## src/core/lfsb_pkg.sv

```systemverilog
// shared constants for the flash, safety and backlight control block
// assumes a single 10 MHz system clock and byte-wide registers over the serial port
package lfsb_pkg;

  // register offsets
  localparam logic [7:0] REG_COLOUR_CTRL = 8'h00;
  localparam logic [7:0] REG_SAFETY = 8'h01;
  localparam logic [7:0] REG_COLOUR_MAX = 8'h02;
  localparam logic [7:0] REG_BL_CTRL = 8'h03;
  localparam logic [7:0] REG_BL_PRI = 8'h04;
  localparam logic [7:0] REG_BL_SEC = 8'h05;
  localparam logic [7:0] REG_GPIO_CTRL = 8'h06;
  localparam logic [7:0] REG_BL_PWM = 8'h2b;

  // colour control field positions
  localparam int COL_BLK_EN_BIT = 0;
  localparam int COL_DIM_BIT = 1;
  localparam int COL_FLASH_BIT = 2;
  localparam int COL_SW_LSB = 4;
  // safety register field positions
  localparam int SAFE_EN_LSB = 0;
  localparam int SAFE_GATE_LSB = 4;
  localparam int SAFE_TRIP_BIT = 7;
  // backlight control field positions
  localparam int BL_SEC_EN_BIT = 0;
  localparam int BL_PRI_EN_BIT = 1;
  localparam int BL_JOIN_BIT = 2;
  localparam int BL_FADE_EN_BIT = 3;
  localparam int BL_FADE_SEL_BIT = 4;
  localparam int BL_SLOPE_BIT = 5;
  // gpio control and backlight gating
  localparam int GPIO_PWM_PIN_BIT = 4;
  localparam int BL_PWM_SEC_BIT = 0;
  localparam int BL_PWM_PRI_BIT = 1;

  localparam logic [7:0] REG_RESET = 8'h00;
  localparam logic [1:0] CODE_FULL = 2'h3;

  // timing
  localparam int CLK_HZ = 10_000_000;
  localparam int SAFETY_TIME_MS = 1000;
  localparam int SAFETY_CYCLES = SAFETY_TIME_MS * (CLK_HZ / 1000);
  localparam int FADE_SLOW_MS = 1300;
  localparam int FADE_FAST_MS = 650;
  localparam int FADE_STEPS = 255;
  localparam int FADE_SLOW_STEP_CYCLES = FADE_SLOW_MS * (CLK_HZ / 1000) / FADE_STEPS;
  localparam int FADE_FAST_STEP_CYCLES = FADE_FAST_MS * (CLK_HZ / 1000) / FADE_STEPS;

  // serial port slave address, value arbitrary
  localparam logic [6:0] I2C_DEV_ADDR = 7'h2a;

  typedef enum logic [1:0] {
    FL_IDLE = 2'b00,
    FL_ARMED = 2'b01,
    FL_FIRING = 2'b11,
    FL_SPENT = 2'b10
  } lfsb_flash_st_t;

  typedef enum logic [2:0] {
    I2_IDLE = 3'b000,
    I2_DEV = 3'b001,
    I2_REG = 3'b011,
    I2_WR = 3'b010,
    I2_RD = 3'b110
  } lfsb_i2c_st_t;

endpackage

```

## src/core/lfsb_i2c_slave.sv

```systemverilog
// serial register port: start, address byte, pointer byte, data bytes
// assumes scl and sda already synchronous to the system clock
`timescale 1ns/1ps
`default_nettype none
module lfsb_i2c_slave
  import lfsb_pkg::*;
(
  input wire logic clk_sys_i,
  input wire logic arst_n_i,
  input wire logic scl_i,
  input wire logic sda_i,
  output logic sda_o,
  output logic sda_oe_o,
  output logic wr_o,
  output logic acc_o,
  output logic [7:0] addr_o,
  output logic [7:0] wdata_o,
  output logic [7:0] rd_addr_o,
  input wire logic [7:0] rdata_i
);
  lfsb_i2c_st_t st_q;
  logic scl_q, sda_q, ack_q, mack_q, nack_q;
  logic [7:0] sh_q, tx_q, ptr_q;
  logic [3:0] bit_q;
  logic rise, fall, start, stop;

  assign rise = scl_i & ~scl_q;
  assign fall = ~scl_i & scl_q;
  assign start = scl_i & scl_q & sda_q & ~sda_i;
  assign stop = scl_i & scl_q & ~sda_q & sda_i;
  // open drain: only ever pulls low
  assign sda_o = 1'b0;
  assign sda_oe_o = ack_q | ((st_q == I2_RD) & ~mack_q & ~tx_q[7]);
  assign rd_addr_o = ptr_q;

  always_ff @(posedge clk_sys_i or negedge arst_n_i) begin
    if (!arst_n_i) begin
      scl_q <= 1'b1;
      sda_q <= 1'b1;
    end else begin
      scl_q <= scl_i;
      sda_q <= sda_i;
    end
  end

  always_ff @(posedge clk_sys_i or negedge arst_n_i) begin
    if (!arst_n_i) begin
      st_q <= I2_IDLE;
      ack_q <= 1'b0;
      mack_q <= 1'b0;
      nack_q <= 1'b0;
      sh_q <= 8'h00;
      tx_q <= 8'hff;
      ptr_q <= 8'h00;
      bit_q <= 4'h0;
      wr_o <= 1'b0;
      acc_o <= 1'b0;
      addr_o <= 8'h00;
      wdata_o <= 8'h00;
    end else begin
      wr_o <= 1'b0;
      acc_o <= 1'b0;
      if (start) begin
        st_q <= I2_DEV;
        bit_q <= 4'h0;
        ack_q <= 1'b0;
        mack_q <= 1'b0;
        tx_q <= 8'hff;
      end else if (stop) begin
        st_q <= I2_IDLE;
        ack_q <= 1'b0;
        mack_q <= 1'b0;
        tx_q <= 8'hff;
      end else if (rise && st_q != I2_IDLE) begin
        if (mack_q) begin
          nack_q <= sda_i;
        end else if (!ack_q) begin
          sh_q <= {sh_q[6:0], sda_i};
          bit_q <= bit_q + 4'h1;
        end
      end else if (fall && st_q != I2_IDLE) begin
        if (ack_q) begin
          ack_q <= 1'b0;
          bit_q <= 4'h0;
          if (st_q == I2_RD) begin
            tx_q <= rdata_i;
            acc_o <= 1'b1;
            addr_o <= ptr_q;
          end
        end else if (mack_q) begin
          mack_q <= 1'b0;
          bit_q <= 4'h0;
          if (nack_q) begin
            st_q <= I2_IDLE;
            tx_q <= 8'hff;
          end else begin
            tx_q <= rdata_i;
            acc_o <= 1'b1;
            addr_o <= ptr_q;
          end
        end else if (bit_q == 4'h8) begin
          case (st_q)
            I2_DEV: begin
              if (sh_q[7:1] == I2C_DEV_ADDR) begin
                ack_q <= 1'b1;
                st_q <= sh_q[0] ? I2_RD : I2_REG;
              end else begin
                st_q <= I2_IDLE;
              end
            end
            I2_REG: begin
              ptr_q <= sh_q;
              ack_q <= 1'b1;
              st_q <= I2_WR;
            end
            I2_WR: begin
              wdata_o <= sh_q;
              addr_o <= ptr_q;
              wr_o <= 1'b1;
              acc_o <= 1'b1;
              ack_q <= 1'b1;
              ptr_q <= ptr_q + 8'h01;
            end
            I2_RD: begin
              mack_q <= 1'b1;
              tx_q <= 8'hff;
              ptr_q <= ptr_q + 8'h01;
            end
            default: begin
              st_q <= I2_IDLE;
            end
          endcase
        end else if (st_q == I2_RD) begin
          tx_q <= {tx_q[6:0], 1'b1};
        end
      end
    end
  end
endmodule
`default_nettype wire

```

## src/core/lfsb_fade.sv

```systemverilog
// one backlight fade channel: walks the level one code per step tick
// assumes the step tick is a one-cycle enable at the selected slope rate
`timescale 1ns/1ps
`default_nettype none
module lfsb_fade
  import lfsb_pkg::*;
(
  input wire logic clk_sys_i,
  input wire logic arst_n_i,
  input wire logic [7:0] target_i,
  input wire logic fade_en_i,
  input wire logic step_i,
  output logic [7:0] level_o
);
  // fixed rate per code gives shorter times for partial changes
  always_ff @(posedge clk_sys_i or negedge arst_n_i) begin
    if (!arst_n_i) begin
      level_o <= REG_RESET;
    end else if (!fade_en_i) begin
      level_o <= target_i;
    end else if (step_i && level_o < target_i) begin
      level_o <= level_o + 8'h01;
    end else if (step_i && level_o > target_i) begin
      level_o <= level_o - 8'h01;
    end
  end
endmodule
`default_nettype wire

```

## src/core/lfsb_top.sv

```systemverilog
// What this block does
// - pre-flash follows current code and on switch
// - flash pulse forces selected sinks to full current
// - trigger falling edge switches flash sinks off
// - one flash per arm; re-arm by toggling enable
// - per-colour safety enables; mode from flash enable
// - normal mode counts; 02H access restarts counter
// - one second trips safety, cuts enabled sinks
// - flash mode counts only while trigger high
// - clearing own safety bit restores the sink
// - trip cleared only with all safety bits off
// - backlight codes are 8-bit, 0.1 mA steps
// - primary code at 04H, secondary at 05H
// - joined display drives both from primary code
// - control bits 1 and 0 enable sinks
// - external gate passes sink only while pin high
// - fade ramps; slope bit picks 1.3s or 0.65s
// - partial fades take proportionally less time
// - fade select picks sink; joined with select 0 fades both
// - gpio control bit 4 makes pin 0 the trigger
// - 02H holds three 2-bit quarter-step colour codes
//
// top of the lighting control: registers, flash sequencer, safety timer, backlight
// assumes the trigger/pwm pin and the serial lines are synchronous to clk_sys_i
`timescale 1ns/1ps
`default_nettype none
module lfsb_top
  import lfsb_pkg::*;
#(
  parameter int SAFETY_CYCLES_P = SAFETY_CYCLES,
  parameter int SLOW_STEP_P = FADE_SLOW_STEP_CYCLES,
  parameter int FAST_STEP_P = FADE_FAST_STEP_CYCLES
) (
  input wire logic clk_sys_i,
  input wire logic arst_n_i,
  input wire logic scl_i,
  input wire logic sda_i,
  output logic sda_o,
  output logic sda_oe_o,
  input wire logic pwm_pin_i,
  output logic [2:0] colour_on_o,
  output logic [5:0] colour_code_o,
  output logic [1:0] bl_on_o,
  output logic [15:0] bl_code_o,
  output logic safety_tripped_o
);
  logic wr, acc;
  logic [7:0] addr, wdata, rd_addr;
  logic [7:0] rdata;
  logic [7:0] col_ctrl_q, safety_q, max_q, bl_ctrl_q, pri_q, sec_q, gpio_q, bl_pwm_q;
  logic tripped_q, pin_q;
  logic [23:0] sc_q;
  logic [15:0] div_q;
  logic step;
  lfsb_flash_st_t fl_q;
  logic [7:0] lvl_pri, lvl_sec;

  logic blk_en, flash_en, pwm_pin_en, joined, fade_en, fade_sel, slope;
  logic [2:0] sw, safe_en, gate;
  logic acc02, pin_rise, pin_fall;

  assign blk_en = col_ctrl_q[COL_BLK_EN_BIT];
  assign flash_en = col_ctrl_q[COL_FLASH_BIT];
  assign sw = col_ctrl_q[COL_SW_LSB +: 3];
  assign safe_en = safety_q[SAFE_EN_LSB +: 3];
  assign gate = safety_q[SAFE_GATE_LSB +: 3];
  assign pwm_pin_en = gpio_q[GPIO_PWM_PIN_BIT];
  assign joined = bl_ctrl_q[BL_JOIN_BIT];
  assign fade_en = bl_ctrl_q[BL_FADE_EN_BIT];
  assign fade_sel = bl_ctrl_q[BL_FADE_SEL_BIT];
  assign slope = bl_ctrl_q[BL_SLOPE_BIT];
  assign acc02 = acc && (addr == REG_COLOUR_MAX);
  // trigger pin only counts when routed as the pwm input
  assign pin_rise = pwm_pin_en & pwm_pin_i & ~pin_q;
  assign pin_fall = pwm_pin_en & ~pwm_pin_i & pin_q;
  assign safety_tripped_o = tripped_q;

  lfsb_i2c_slave u_port (
    .clk_sys_i(clk_sys_i),
    .arst_n_i(arst_n_i),
    .scl_i(scl_i),
    .sda_i(sda_i),
    .sda_o(sda_o),
    .sda_oe_o(sda_oe_o),
    .wr_o(wr),
    .acc_o(acc),
    .addr_o(addr),
    .wdata_o(wdata),
    .rd_addr_o(rd_addr),
    .rdata_i(rdata)
  );

  // register file
  always_ff @(posedge clk_sys_i or negedge arst_n_i) begin
    if (!arst_n_i) begin
      col_ctrl_q <= REG_RESET;
      safety_q <= REG_RESET;
      max_q <= REG_RESET;
      bl_ctrl_q <= REG_RESET;
      pri_q <= REG_RESET;
      sec_q <= REG_RESET;
      gpio_q <= REG_RESET;
      bl_pwm_q <= REG_RESET;
    end else if (wr) begin
      case (addr)
        REG_COLOUR_CTRL: col_ctrl_q <= wdata & 8'h77;
        REG_SAFETY: safety_q <= wdata & 8'h77;
        REG_COLOUR_MAX: max_q <= wdata & 8'h3f;
        REG_BL_CTRL: bl_ctrl_q <= wdata & 8'h3f;
        REG_BL_PRI: pri_q <= wdata;
        REG_BL_SEC: sec_q <= wdata;
        REG_GPIO_CTRL: gpio_q <= wdata & 8'h17;
        REG_BL_PWM: bl_pwm_q <= wdata & 8'h03;
        default: begin
        end
      endcase
    end
  end

  always_comb begin
    case (rd_addr)
      REG_COLOUR_CTRL: rdata = col_ctrl_q;
      REG_SAFETY: rdata = safety_q | {tripped_q, 7'h00};
      REG_COLOUR_MAX: rdata = max_q;
      REG_BL_CTRL: rdata = bl_ctrl_q;
      REG_BL_PRI: rdata = pri_q;
      REG_BL_SEC: rdata = sec_q;
      REG_GPIO_CTRL: rdata = gpio_q;
      REG_BL_PWM: rdata = bl_pwm_q;
      default: rdata = 8'h00;
    endcase
  end

  // flash sequencer
  always_ff @(posedge clk_sys_i or negedge arst_n_i) begin
    if (!arst_n_i) begin
      pin_q <= 1'b0;
    end else begin
      pin_q <= pwm_pin_i;
    end
  end

  always_ff @(posedge clk_sys_i or negedge arst_n_i) begin
    if (!arst_n_i) begin
      fl_q <= FL_IDLE;
    end else if (!flash_en) begin
      fl_q <= FL_IDLE;
    end else begin
      case (fl_q)
        // arming waits for a low trigger so a stuck-high pin cannot fire
        FL_IDLE: if (!pwm_pin_i) fl_q <= FL_ARMED;
        FL_ARMED: if (pin_rise) fl_q <= FL_FIRING;
        FL_FIRING: if (pin_fall) fl_q <= FL_SPENT;
        FL_SPENT: fl_q <= FL_SPENT;
        default: fl_q <= FL_IDLE;
      endcase
    end
  end

  // safety timer
  always_ff @(posedge clk_sys_i or negedge arst_n_i) begin
    if (!arst_n_i) begin
      sc_q <= 24'h000000;
      tripped_q <= 1'b0;
    end else if (safe_en == 3'h0) begin
      sc_q <= 24'h000000;
      tripped_q <= 1'b0;
    end else if (tripped_q) begin
      sc_q <= sc_q;
    end else if (!flash_en && acc02) begin
      sc_q <= 24'h000000;
    end else if (flash_en && !(pwm_pin_en && pwm_pin_i)) begin
      sc_q <= 24'h000000;
    end else if (sc_q == 24'(SAFETY_CYCLES_P - 1)) begin
      tripped_q <= 1'b1;
    end else begin
      sc_q <= sc_q + 24'h000001;
    end
  end

  // colour sinks
  wire [2:0] on_d;
  wire [5:0] code_d;
  for (genvar i = 0; i < 3; i++) begin : g_colour
    logic on;
    logic [1:0] code;
    always_comb begin
      code = max_q[2*i +: 2];
      on = blk_en & sw[i];
      if (!flash_en && pwm_pin_en && gate[i]) begin
        on = on & pwm_pin_i;
      end
      if (flash_en && gate[i]) begin
        if (fl_q == FL_FIRING) begin
          on = blk_en;
          code = CODE_FULL;
        end else if (fl_q == FL_SPENT) begin
          on = 1'b0;
        end
      end
      // only this sink's own enable gates the cut, so clearing it restores the sink
      if (tripped_q && safe_en[i]) begin
        on = 1'b0;
      end
    end
    assign on_d[i] = on;
    assign code_d[2*i +: 2] = code;

    property p_flash_full;
      @(posedge clk_sys_i) disable iff (!arst_n_i)
      (fl_q == FL_FIRING && flash_en && gate[i] && blk_en && !(tripped_q && safe_en[i]))
      |=> (colour_on_o[i] && colour_code_o[2*i +: 2] == CODE_FULL);
    endproperty
    a_flash_full: assert property (p_flash_full) else $error("flash sink not at full");

    property p_safety_cut;
      @(posedge clk_sys_i) disable iff (!arst_n_i)
      (tripped_q && safe_en[i]) |=> !colour_on_o[i];
    endproperty
    a_safety_cut: assert property (p_safety_cut) else $error("tripped sink still on");
  end

  always_ff @(posedge clk_sys_i or negedge arst_n_i) begin
    if (!arst_n_i) begin
      colour_on_o <= 3'h0;
      colour_code_o <= 6'h00;
    end else begin
      colour_on_o <= on_d;
      colour_code_o <= code_d;
    end
  end

  // fade step divider, one code per tick
  always_ff @(posedge clk_sys_i or negedge arst_n_i) begin
    if (!arst_n_i) begin
      div_q <= 16'h0000;
      step <= 1'b0;
    end else if (div_q >= (slope ? 16'(FAST_STEP_P - 1) : 16'(SLOW_STEP_P - 1))) begin
      div_q <= 16'h0000;
      step <= 1'b1;
    end else begin
      div_q <= div_q + 16'h0001;
      step <= 1'b0;
    end
  end

  lfsb_fade u_fade_pri (
    .clk_sys_i(clk_sys_i),
    .arst_n_i(arst_n_i),
    .target_i(pri_q),
    .fade_en_i(fade_en & ~fade_sel),
    .step_i(step),
    .level_o(lvl_pri)
  );

  lfsb_fade u_fade_sec (
    .clk_sys_i(clk_sys_i),
    .arst_n_i(arst_n_i),
    .target_i(joined ? pri_q : sec_q),
    .fade_en_i(fade_en & (fade_sel | joined)),
    .step_i(step),
    .level_o(lvl_sec)
  );

  // backlight outputs; code maps straight to 0.1 mA per step
  always_ff @(posedge clk_sys_i or negedge arst_n_i) begin
    if (!arst_n_i) begin
      bl_on_o <= 2'h0;
      bl_code_o <= 16'h0000;
    end else begin
      bl_code_o <= {lvl_sec, lvl_pri};
      bl_on_o[0] <= bl_ctrl_q[BL_PRI_EN_BIT] &
        (!(bl_pwm_q[BL_PWM_PRI_BIT] && pwm_pin_en) || pwm_pin_i);
      bl_on_o[1] <= bl_ctrl_q[BL_SEC_EN_BIT] &
        (!(bl_pwm_q[BL_PWM_SEC_BIT] && pwm_pin_en) || pwm_pin_i);
    end
  end

  property p_rearm;
    @(posedge clk_sys_i) disable iff (!arst_n_i)
    (fl_q == FL_SPENT && flash_en) |=> (fl_q == FL_SPENT) || !$past(flash_en);
  endproperty
  a_rearm: assert property (p_rearm) else $error("flash re-armed without toggle");

  property p_fall_ends;
    @(posedge clk_sys_i) disable iff (!arst_n_i)
    (fl_q == FL_FIRING && flash_en && pin_fall) |=> (fl_q == FL_SPENT || !flash_en);
  endproperty
  a_fall_ends: assert property (p_fall_ends) else $error("falling edge did not end flash");

  property p_trip_sticky;
    @(posedge clk_sys_i) disable iff (!arst_n_i)
    (tripped_q && safe_en != 3'h0) |=> tripped_q;
  endproperty
  a_trip_sticky: assert property (p_trip_sticky) else $error("trip cleared early");

  property p_restart;
    @(posedge clk_sys_i) disable iff (!arst_n_i)
    (!flash_en && acc02 && !tripped_q && safe_en != 3'h0) |=> (sc_q == 24'h000000);
  endproperty
  a_restart: assert property (p_restart) else $error("02H access did not restart");

  property p_flash_hold;
    @(posedge clk_sys_i) disable iff (!arst_n_i)
    (flash_en && !pwm_pin_i && !tripped_q) |=> (sc_q == 24'h000000);
  endproperty
  a_flash_hold: assert property (p_flash_hold) else $error("counted with trigger low");

  property p_joined;
    @(posedge clk_sys_i) disable iff (!arst_n_i)
    (joined && !fade_en) [*2] |=> (bl_code_o[15:8] == bl_code_o[7:0]);
  endproperty
  a_joined: assert property (p_joined) else $error("joined sinks differ");

  property p_bl_enable;
    @(posedge clk_sys_i) disable iff (!arst_n_i)
    !bl_ctrl_q[BL_PRI_EN_BIT] |=> !bl_on_o[0];
  endproperty
  a_bl_enable: assert property (p_bl_enable) else $error("disabled sink on");

  property p_fade_step;
    @(posedge clk_sys_i) disable iff (!arst_n_i)
    (fade_en && !fade_sel && $stable(bl_ctrl_q) && !step) |=> $stable(lvl_pri);
  endproperty
  a_fade_step: assert property (p_fade_step) else $error("fade moved off tick");
endmodule
`default_nettype wire

```

## config.mk

```make
export PLATFORM = sky130hd
export DESIGN_NAME = lfsb_top
export DESIGN_NICKNAME = d
export VERILOG_FILES = /design/src/core/lfsb_pkg.sv /design/src/core/lfsb_i2c_slave.sv /design/src/core/lfsb_fade.sv /design/src/core/lfsb_top.sv
export SDC_FILE = /design/constraint.sdc
export NUM_CORES = 1
export LEC_CHECK = 0
export ABC_AREA = 1
export ABC_CLOCK_PERIOD_IN_PS = 6300
export BUFFER_PORTS_ARGS = -buffer_cell sky130_fd_sc_hd__buf_2
export CORE_UTILIZATION = 65
export CTS_BUF_LIST = sky130_fd_sc_hd__clkbuf_8
export CTS_CLUSTER_SIZE = 10
export DETAILED_ROUTE_END_ITERATION = 10
export GPL_TIMING_DRIVEN = 0
export PLACE_DENSITY_LB_ADDON = 0.1
export SLEW_MARGIN = 10
export SYNTH_ARGS = -nofsm -noshare
export SYNTH_HDL_FRONTEND = slang
export SYNTH_SLANG_ARGS = --single-unit
```

## constraint.sdc

```tcl
create_clock -name clk_sys_i -period 6.3 [get_ports clk_sys_i]
set_input_delay 0.63 -clock clk_sys_i [delete_from_list [all_inputs] [get_ports clk_sys_i]]
set_output_delay 0.63 -clock clk_sys_i [all_outputs]
set_load 0.005 [all_outputs]
```

== Word level (Yosys, flattened, before mapping) ==
Index checks and enable logic that the tools add are counted.
Operators by class
  $add $sub $neg: 8
  $lt $le $gt $ge: 5
  equality and inequality tests: 41
  mux-type cells: 116
  bitwise logic cells: 39
  reduce and logical (&&, ||, !) cells: 63
Operators with widths (number)
  $mux W8: 24
  $mux W24: 5
  $pmux W8 S8: 1
  $mux W1: 52
  $eq A8 B3 Y1 const B: 6
  $eq A8 B2 Y1 const B: 4
  $mux W16: 2
  $mux W4: 8
  $mux W3: 10
  $add A24 B1 Y24 const B: 1
  $add A8 B1 Y8 const B: 3
  $eq A24 B24 Y1 const B: 1
  $ne A3 B3 Y1 const B: 8
  $reduce_and A8 Y1: 3
  $and A1 B1 Y1: 23
  $logic_and A1 B1 Y1: 22
  $mux W2: 10
  $reduce_and A2 Y1: 10
  $add A16 B1 Y16 const B: 1
  $eq A8 B1 Y1 const B: 2
  $eq A8 B6 Y1 const B: 2
  $ge A16 B16 Y1: 1
  $gt A8 B8 Y1: 2
  $logic_not A8 Y1: 2
  other kinds (35): 69
Storage, ports and cells
  register bits after elaboration: 188
  input bits: 5
  output and inout bits: 30
  logic and storage cells: 306

== Longest topological paths before layout ==
  word-level depth: 10
  gate-level depth with buffers: 23
  mapped depth without buffers: 22

== By module ==
A second synthesis with hierarchy kept.
Unflattened totals
  cells, all modules: 1464
  area, all modules: 11073.1 um2
By module, submodules not included
  lfsb_top: times used 1, cells each 802, area each 6271.0 um2, seq. area each 2952.8 um2
  lfsb_i2c_slave: times used 1, cells each 390, area each 2936.6 um2, seq. area each 1363.8 um2
  lfsb_fade (u_fade_sec): times used 1, cells each 137, area each 939.7 um2, seq. area each 200.2 um2
  lfsb_fade (u_fade_pri): times used 1, cells each 135, area each 925.9 um2, seq. area each 200.2 um2

== Worst setup path after synthesis ==
OpenSTA, ideal clock, no wires.
  path type: register -> register
  start: register bl_ctrl_q[2]
  end: register u_fade_sec.level_o[4]
  library setup time: 0.117 ns
  data arrival time: 2.760 ns
  required time: 6.183 ns
  path slack: 3.423 ns
  stages on the path, launching flop included: 18
  path buffers: 2
  clock period less this slack: 2.877 ns
  path through: dfrtp_1 clkbuf_2 clkbuf_1 nand2_1 o21ai_0 ha_1 a21oi_1 nor2_1 nor2_1 nand2_1 ha_1 a21oi_1 nand2_1 or2_2 nand3_1 o21ai_0 nand2_1 nand2_1
On the way
  word-level cells in the longest chain between the ends: 5
  elaborated cells between the ends (all ways): 10
  those cells by class: order compare: 2; eq/ne: 1; mux: 3; bitwise: 2; reduce/logical: 2
RTL lines
  start: declaration: line lfsb_top.sv:50  | logic [7:0] col_ctrl_q, safety_q, max_q, bl_ctrl_q, pri_q, sec_q, gpio_q, bl_pwm_q;
  start signal: assignment: line lfsb_top.sv:109  | REG_BL_CTRL: bl_ctrl_q <= wdata & 8'h3f;
  $mux W8: line lfsb_top.sv:259  | .target_i(joined ? pri_q : sec_q),
  $lt A8 B8 Y1: line lfsb_fade.sv:21  | end else if (step_i && level_o < target_i) begin
  $logic_and A1 B1 Y1: line lfsb_fade.sv:21
  $mux W8: line lfsb_fade.sv:21
  $mux W8: line lfsb_fade.sv:19  | end else if (!fade_en_i) begin
  end signal: assignment: line lfsb_fade.sv:20  | level_o <= target_i;
  end signal: assignment: line lfsb_fade.sv:22  | level_o <= level_o + 8'h01;
  end signal: assignment: line lfsb_fade.sv:24  | level_o <= level_o - 8'h01;
  end: declaration: line lfsb_fade.sv:13  | output logic [7:0] level_o
Parallel ways exist; a longest one is shown, timed or not.
A chain may end at the register's enable or synchronous reset.

== Final worst setup path ==
Same ends and word-level chain as after synthesis.

==> impl_metrics.json <==
{
  "grt_pass1_wl_microns": 41400,
  "ys.flop_type": "dfrtp_1",
  "cts_sinks": 188,
  "grt_pass1_vias": 8573,
  "ctsHoldBuffers": 0,
  "cts_tree": "done",
  "cp.arrival_ns": 3.89,
  "hold_slack_ns": 0.193,
  "die-area_sq_um": 16800,
  "synth-edff-count": 0,
  "drt-initial-drc-count": 870,
  "period_needed_ns": 3.51,
  "initial_core_util_pct": 66.7,
  "areaGrowthSynthToFinish_pct": 7.87,
  "gp_congestion": 0.923,
  "pwr_density_cell_nw_per_um2": 218,
  "max_slew_margin_pct": 47.9,
  "setup_tns_ns": 0,
  "antenna_left": 0,
  "dr.pass1.iters": 6,
  "h-tree-depth": 4,
  "yosysMostFrequentCell": "nand2_1",
  "rrSetupSlack_ns": 2.79,
  "fin_util_pct": 71.9,
  "timing.fmax_mhz": 285,
  "root_buffer": "clkbuf_8",
  "worst_hold_path_type": "in2async",
  "r2r_end": "u_fade_sec.level_o[4]$_DFFE_PN0P_",
  "synth_area_sq_um": 10600,
  "post_dp_cell_area_sq_um": 11100,
  "synth_seq_cells": 188,
  "vias": 9377,
  "die_height_microns": 130,
  "synth_commonest_cells": "nand2_1 (434), dfrtp_1 (178), inv_1 (143), o21ai_0 (128), nor2_1 (127)",
  "synth_area_leaders": "dfrtp_1 (42%), nand2_1 (15%), o21ai_0 (6.0%), ha_1 (5.2%), inv_1 (5.1%)",
  "yosys_warnings": 0,
  "status": "finished clean",
  "ys_types": 49,
  "drv_slew": 0,
  "drv_cap": 0,
  "crit_type": "reg2reg",
  "cp_max_fo": 11,
  "synthCells": 1398,
  "overflow": 0,
  "setup_viol": 0,
  "regToRegStartpoint": "bl_ctrl_q[2]$_DFFE_PN0P_",
  "drive_gt1_share_pct": 9.43,
  "chipWidth_microns": 130,
  "fin_crit_sh_pct": 55.7,
  "rsz0062_at_grt": "no",
  "post_cts_buffers": 0,
  "path_clk_slew_ns": 0.10,
  "syn-num-nets": 1449,
  "portBuffers": 33,
  "yosysSeqAreaShare_pct": 44.5,
  "final-instance-count-excl-fill": 1680,
  "core_sq_um": 15900,
  "final_cell_area_sq_um": 11400,
  "wl_per_cell_microns": 14.9,
  "yosysTopAreaCellShare_pct": 42.1,
  "dp_hpwl_microns": 18300,
  "end_kind": "flip-flop",
  "cp-start-kind": "flip-flop",
  "post_cts_resize_count": 0,
  "power.leakage_nw": 5.58,
  "cp.required_ns": 6.68,
  "pin_count": 35,
  "drcViolationCount": 0,
  "cts_buffers": 17,
  "yosysTopAreaCell": "dfrtp_1",
  "worst_pin_slew_ns": 0.781,
  "grt_max_degree": 106,
  "via_per_inst": 5.58,
  "hold_violations": 0,
  "dp_cells": 1648,
  "clock_skew_ns": 0.0163,
  "avgSynthCellArea_sq_um": 7.57,
  "wirelength_microns": 25000,
  "rows": 46,
  "clk_latency_ns": 0.49,
  "rr_worst_depth": 16,
  "cts_buffer_depth": 2,
  "globalRouteTotalUtil_pct": 31.5,
  "diodes": 0,
  "ys_async_sr_fraction_pct": 100,
  "nNetsFinal": 1502,
  "peakVddDrop_v": 0.000230,
  "grt_antenna_before_repair": 0
}
power breakdown:
group / switching [mW] / total (mW) / leakage [nW] / internal [mW]
registers: 0.0513 / 1.35 / 2.54 / 1.30
logic: 0.266 / 0.384 / 2.84 / 0.117
clock network: 0.473 / 0.759 / 0.193 / 0.287
total: 0.790 / 2.49 / 5.58 / 1.70
cell type report:
class | instances | area [sq um]
clock inverters | 15 | 126
flip-flops and latches | 188 | 4720
well taps | 216 | 270
clock buffers | 17 | 234
fillers | 1318 | 4460
repair buffers | 34 | 203
inverters | 149 | 559
plain buffers | 30 | 149
multi-input cells | 1031 | 5160
state kept, by name, indices dropped and copies added (netlist names), 2 cells and up:
signal              flops
sc_q                   24
u_fade_sec.level_o      8
colour_on_o             3
bl_pwm_q                2
gpio_q                  4
u_port.wdata_o          8
fl_q                    2
u_fade_pri.level_o      8
bl_on_o                 2
colour_code_o           6
bl_code_o              16
u_port.tx_q             8
u_port.sh_q             8
bl_ctrl_q               6
u_port.st_q             3
pri_q                   8
max_q                   6
safety_q                6
sec_q                   8
col_ctrl_q              6
div_q                  16
u_port.bit_q            4
u_port.rd_addr_o        8
u_port.addr_o           8
stage by stage:
stage | power [mW] | worst slack (ns)
CTS | 2.50 | 2.82
global placement | 1.73 | 1.61
finish | 2.49 | 2.79
detailed placement | 1.75 | 2.83
floorplan | 1.63 | 3.42
global route | 2.60 | 2.48
how the worst max path moves through the flow:
stage,start,end,slack (ns),cells after the start
after floorplan,bl_ctrl_q[2]$_DFFE_PN0P_,u_fade_sec.level_o[4]$_DFFE_PN0P_,3.42,17
after global placement,arst_n_i,u_port.bit_q[0]$_DFFE_PN0P_,1.61,1
after detailed placement,bl_ctrl_q[2]$_DFFE_PN0P_,u_fade_sec.level_o[4]$_DFFE_PN0P_,2.83,16
after CTS,bl_ctrl_q[2]$_DFFE_PN0P_,u_fade_sec.level_o[4]$_DFFE_PN0P_,2.82,16
after global routing,bl_ctrl_q[2]$_DFFE_PN0P_,u_fade_sec.level_o[4]$_DFFE_PN0P_,2.48,17
final,bl_ctrl_q[2]$_DFFE_PN0P_,u_fade_sec.level_o[4]$_DFFE_PN0P_,2.79,16
placed cells by master (no fill, tap or decap), types with 10 or more instances in the layout:
cell	instances
a21oi_1	35
buf_2	42
clkbuf_1	14
clkbuf_8	17
dfrtp_1	178
dfstp_2	10
ha_1	44
inv_1	144
nand2_1	434
nand3_1	92
nand4_1	24
nor2_1	127
nor3_1	24
o21ai_0	128
o21ai_1	14
or2_2	11
xor2_1	14
worst max-delay path: stages (launching register included):
cell and delay [ns]:
dfrtp_1 0.37, clkbuf_2 0.16, clkbuf_1 0.22, o21ai_0 0.39, ha_1 0.33, a21oi_1 0.14, nor2_1 0.05, nor2_1 0.12
nand2_1 0.28, ha_1 0.47, a21oi_1 0.20, nand2_1 0.09, or2_2 0.28, nand3_1 0.06, o21ai_0 0.09, nand2_1 0.09
nand2_1 0.05
metal layers:
layer / up-vias / GRT usage [%] / part of all wire (%)
met3: 53 / 6.19 / 5.4
li1: 4658 / - / -
met4: 0 / 12.7 / 3.0
met2: 314 / 49.9 / 46
met1: 4352 / 42.8 / 46
met5: - / 0 / 0
logic make-up (layout without fill, tap and decap cells):
| group | Yosys count | in the layout | synth area share [%] |
|---|---|---|---|
| flip-flops | 188 | 188 | 44.5 |
| AO/OA/AOI/OAI | 218 | 218 | 11.5 |
| buffers and inverters | 179 | 245 | 6.69 |
| other | 1 | 1 | 0.0354 |
| AND/OR/NAND/NOR | 746 | 746 | 30.0 |
| XOR/XNOR | 20 | 20 | 1.65 |
| adder cells (fa/ha/maj) | 46 | 46 | 5.58 |
Power figures use the tool's default switching activity.
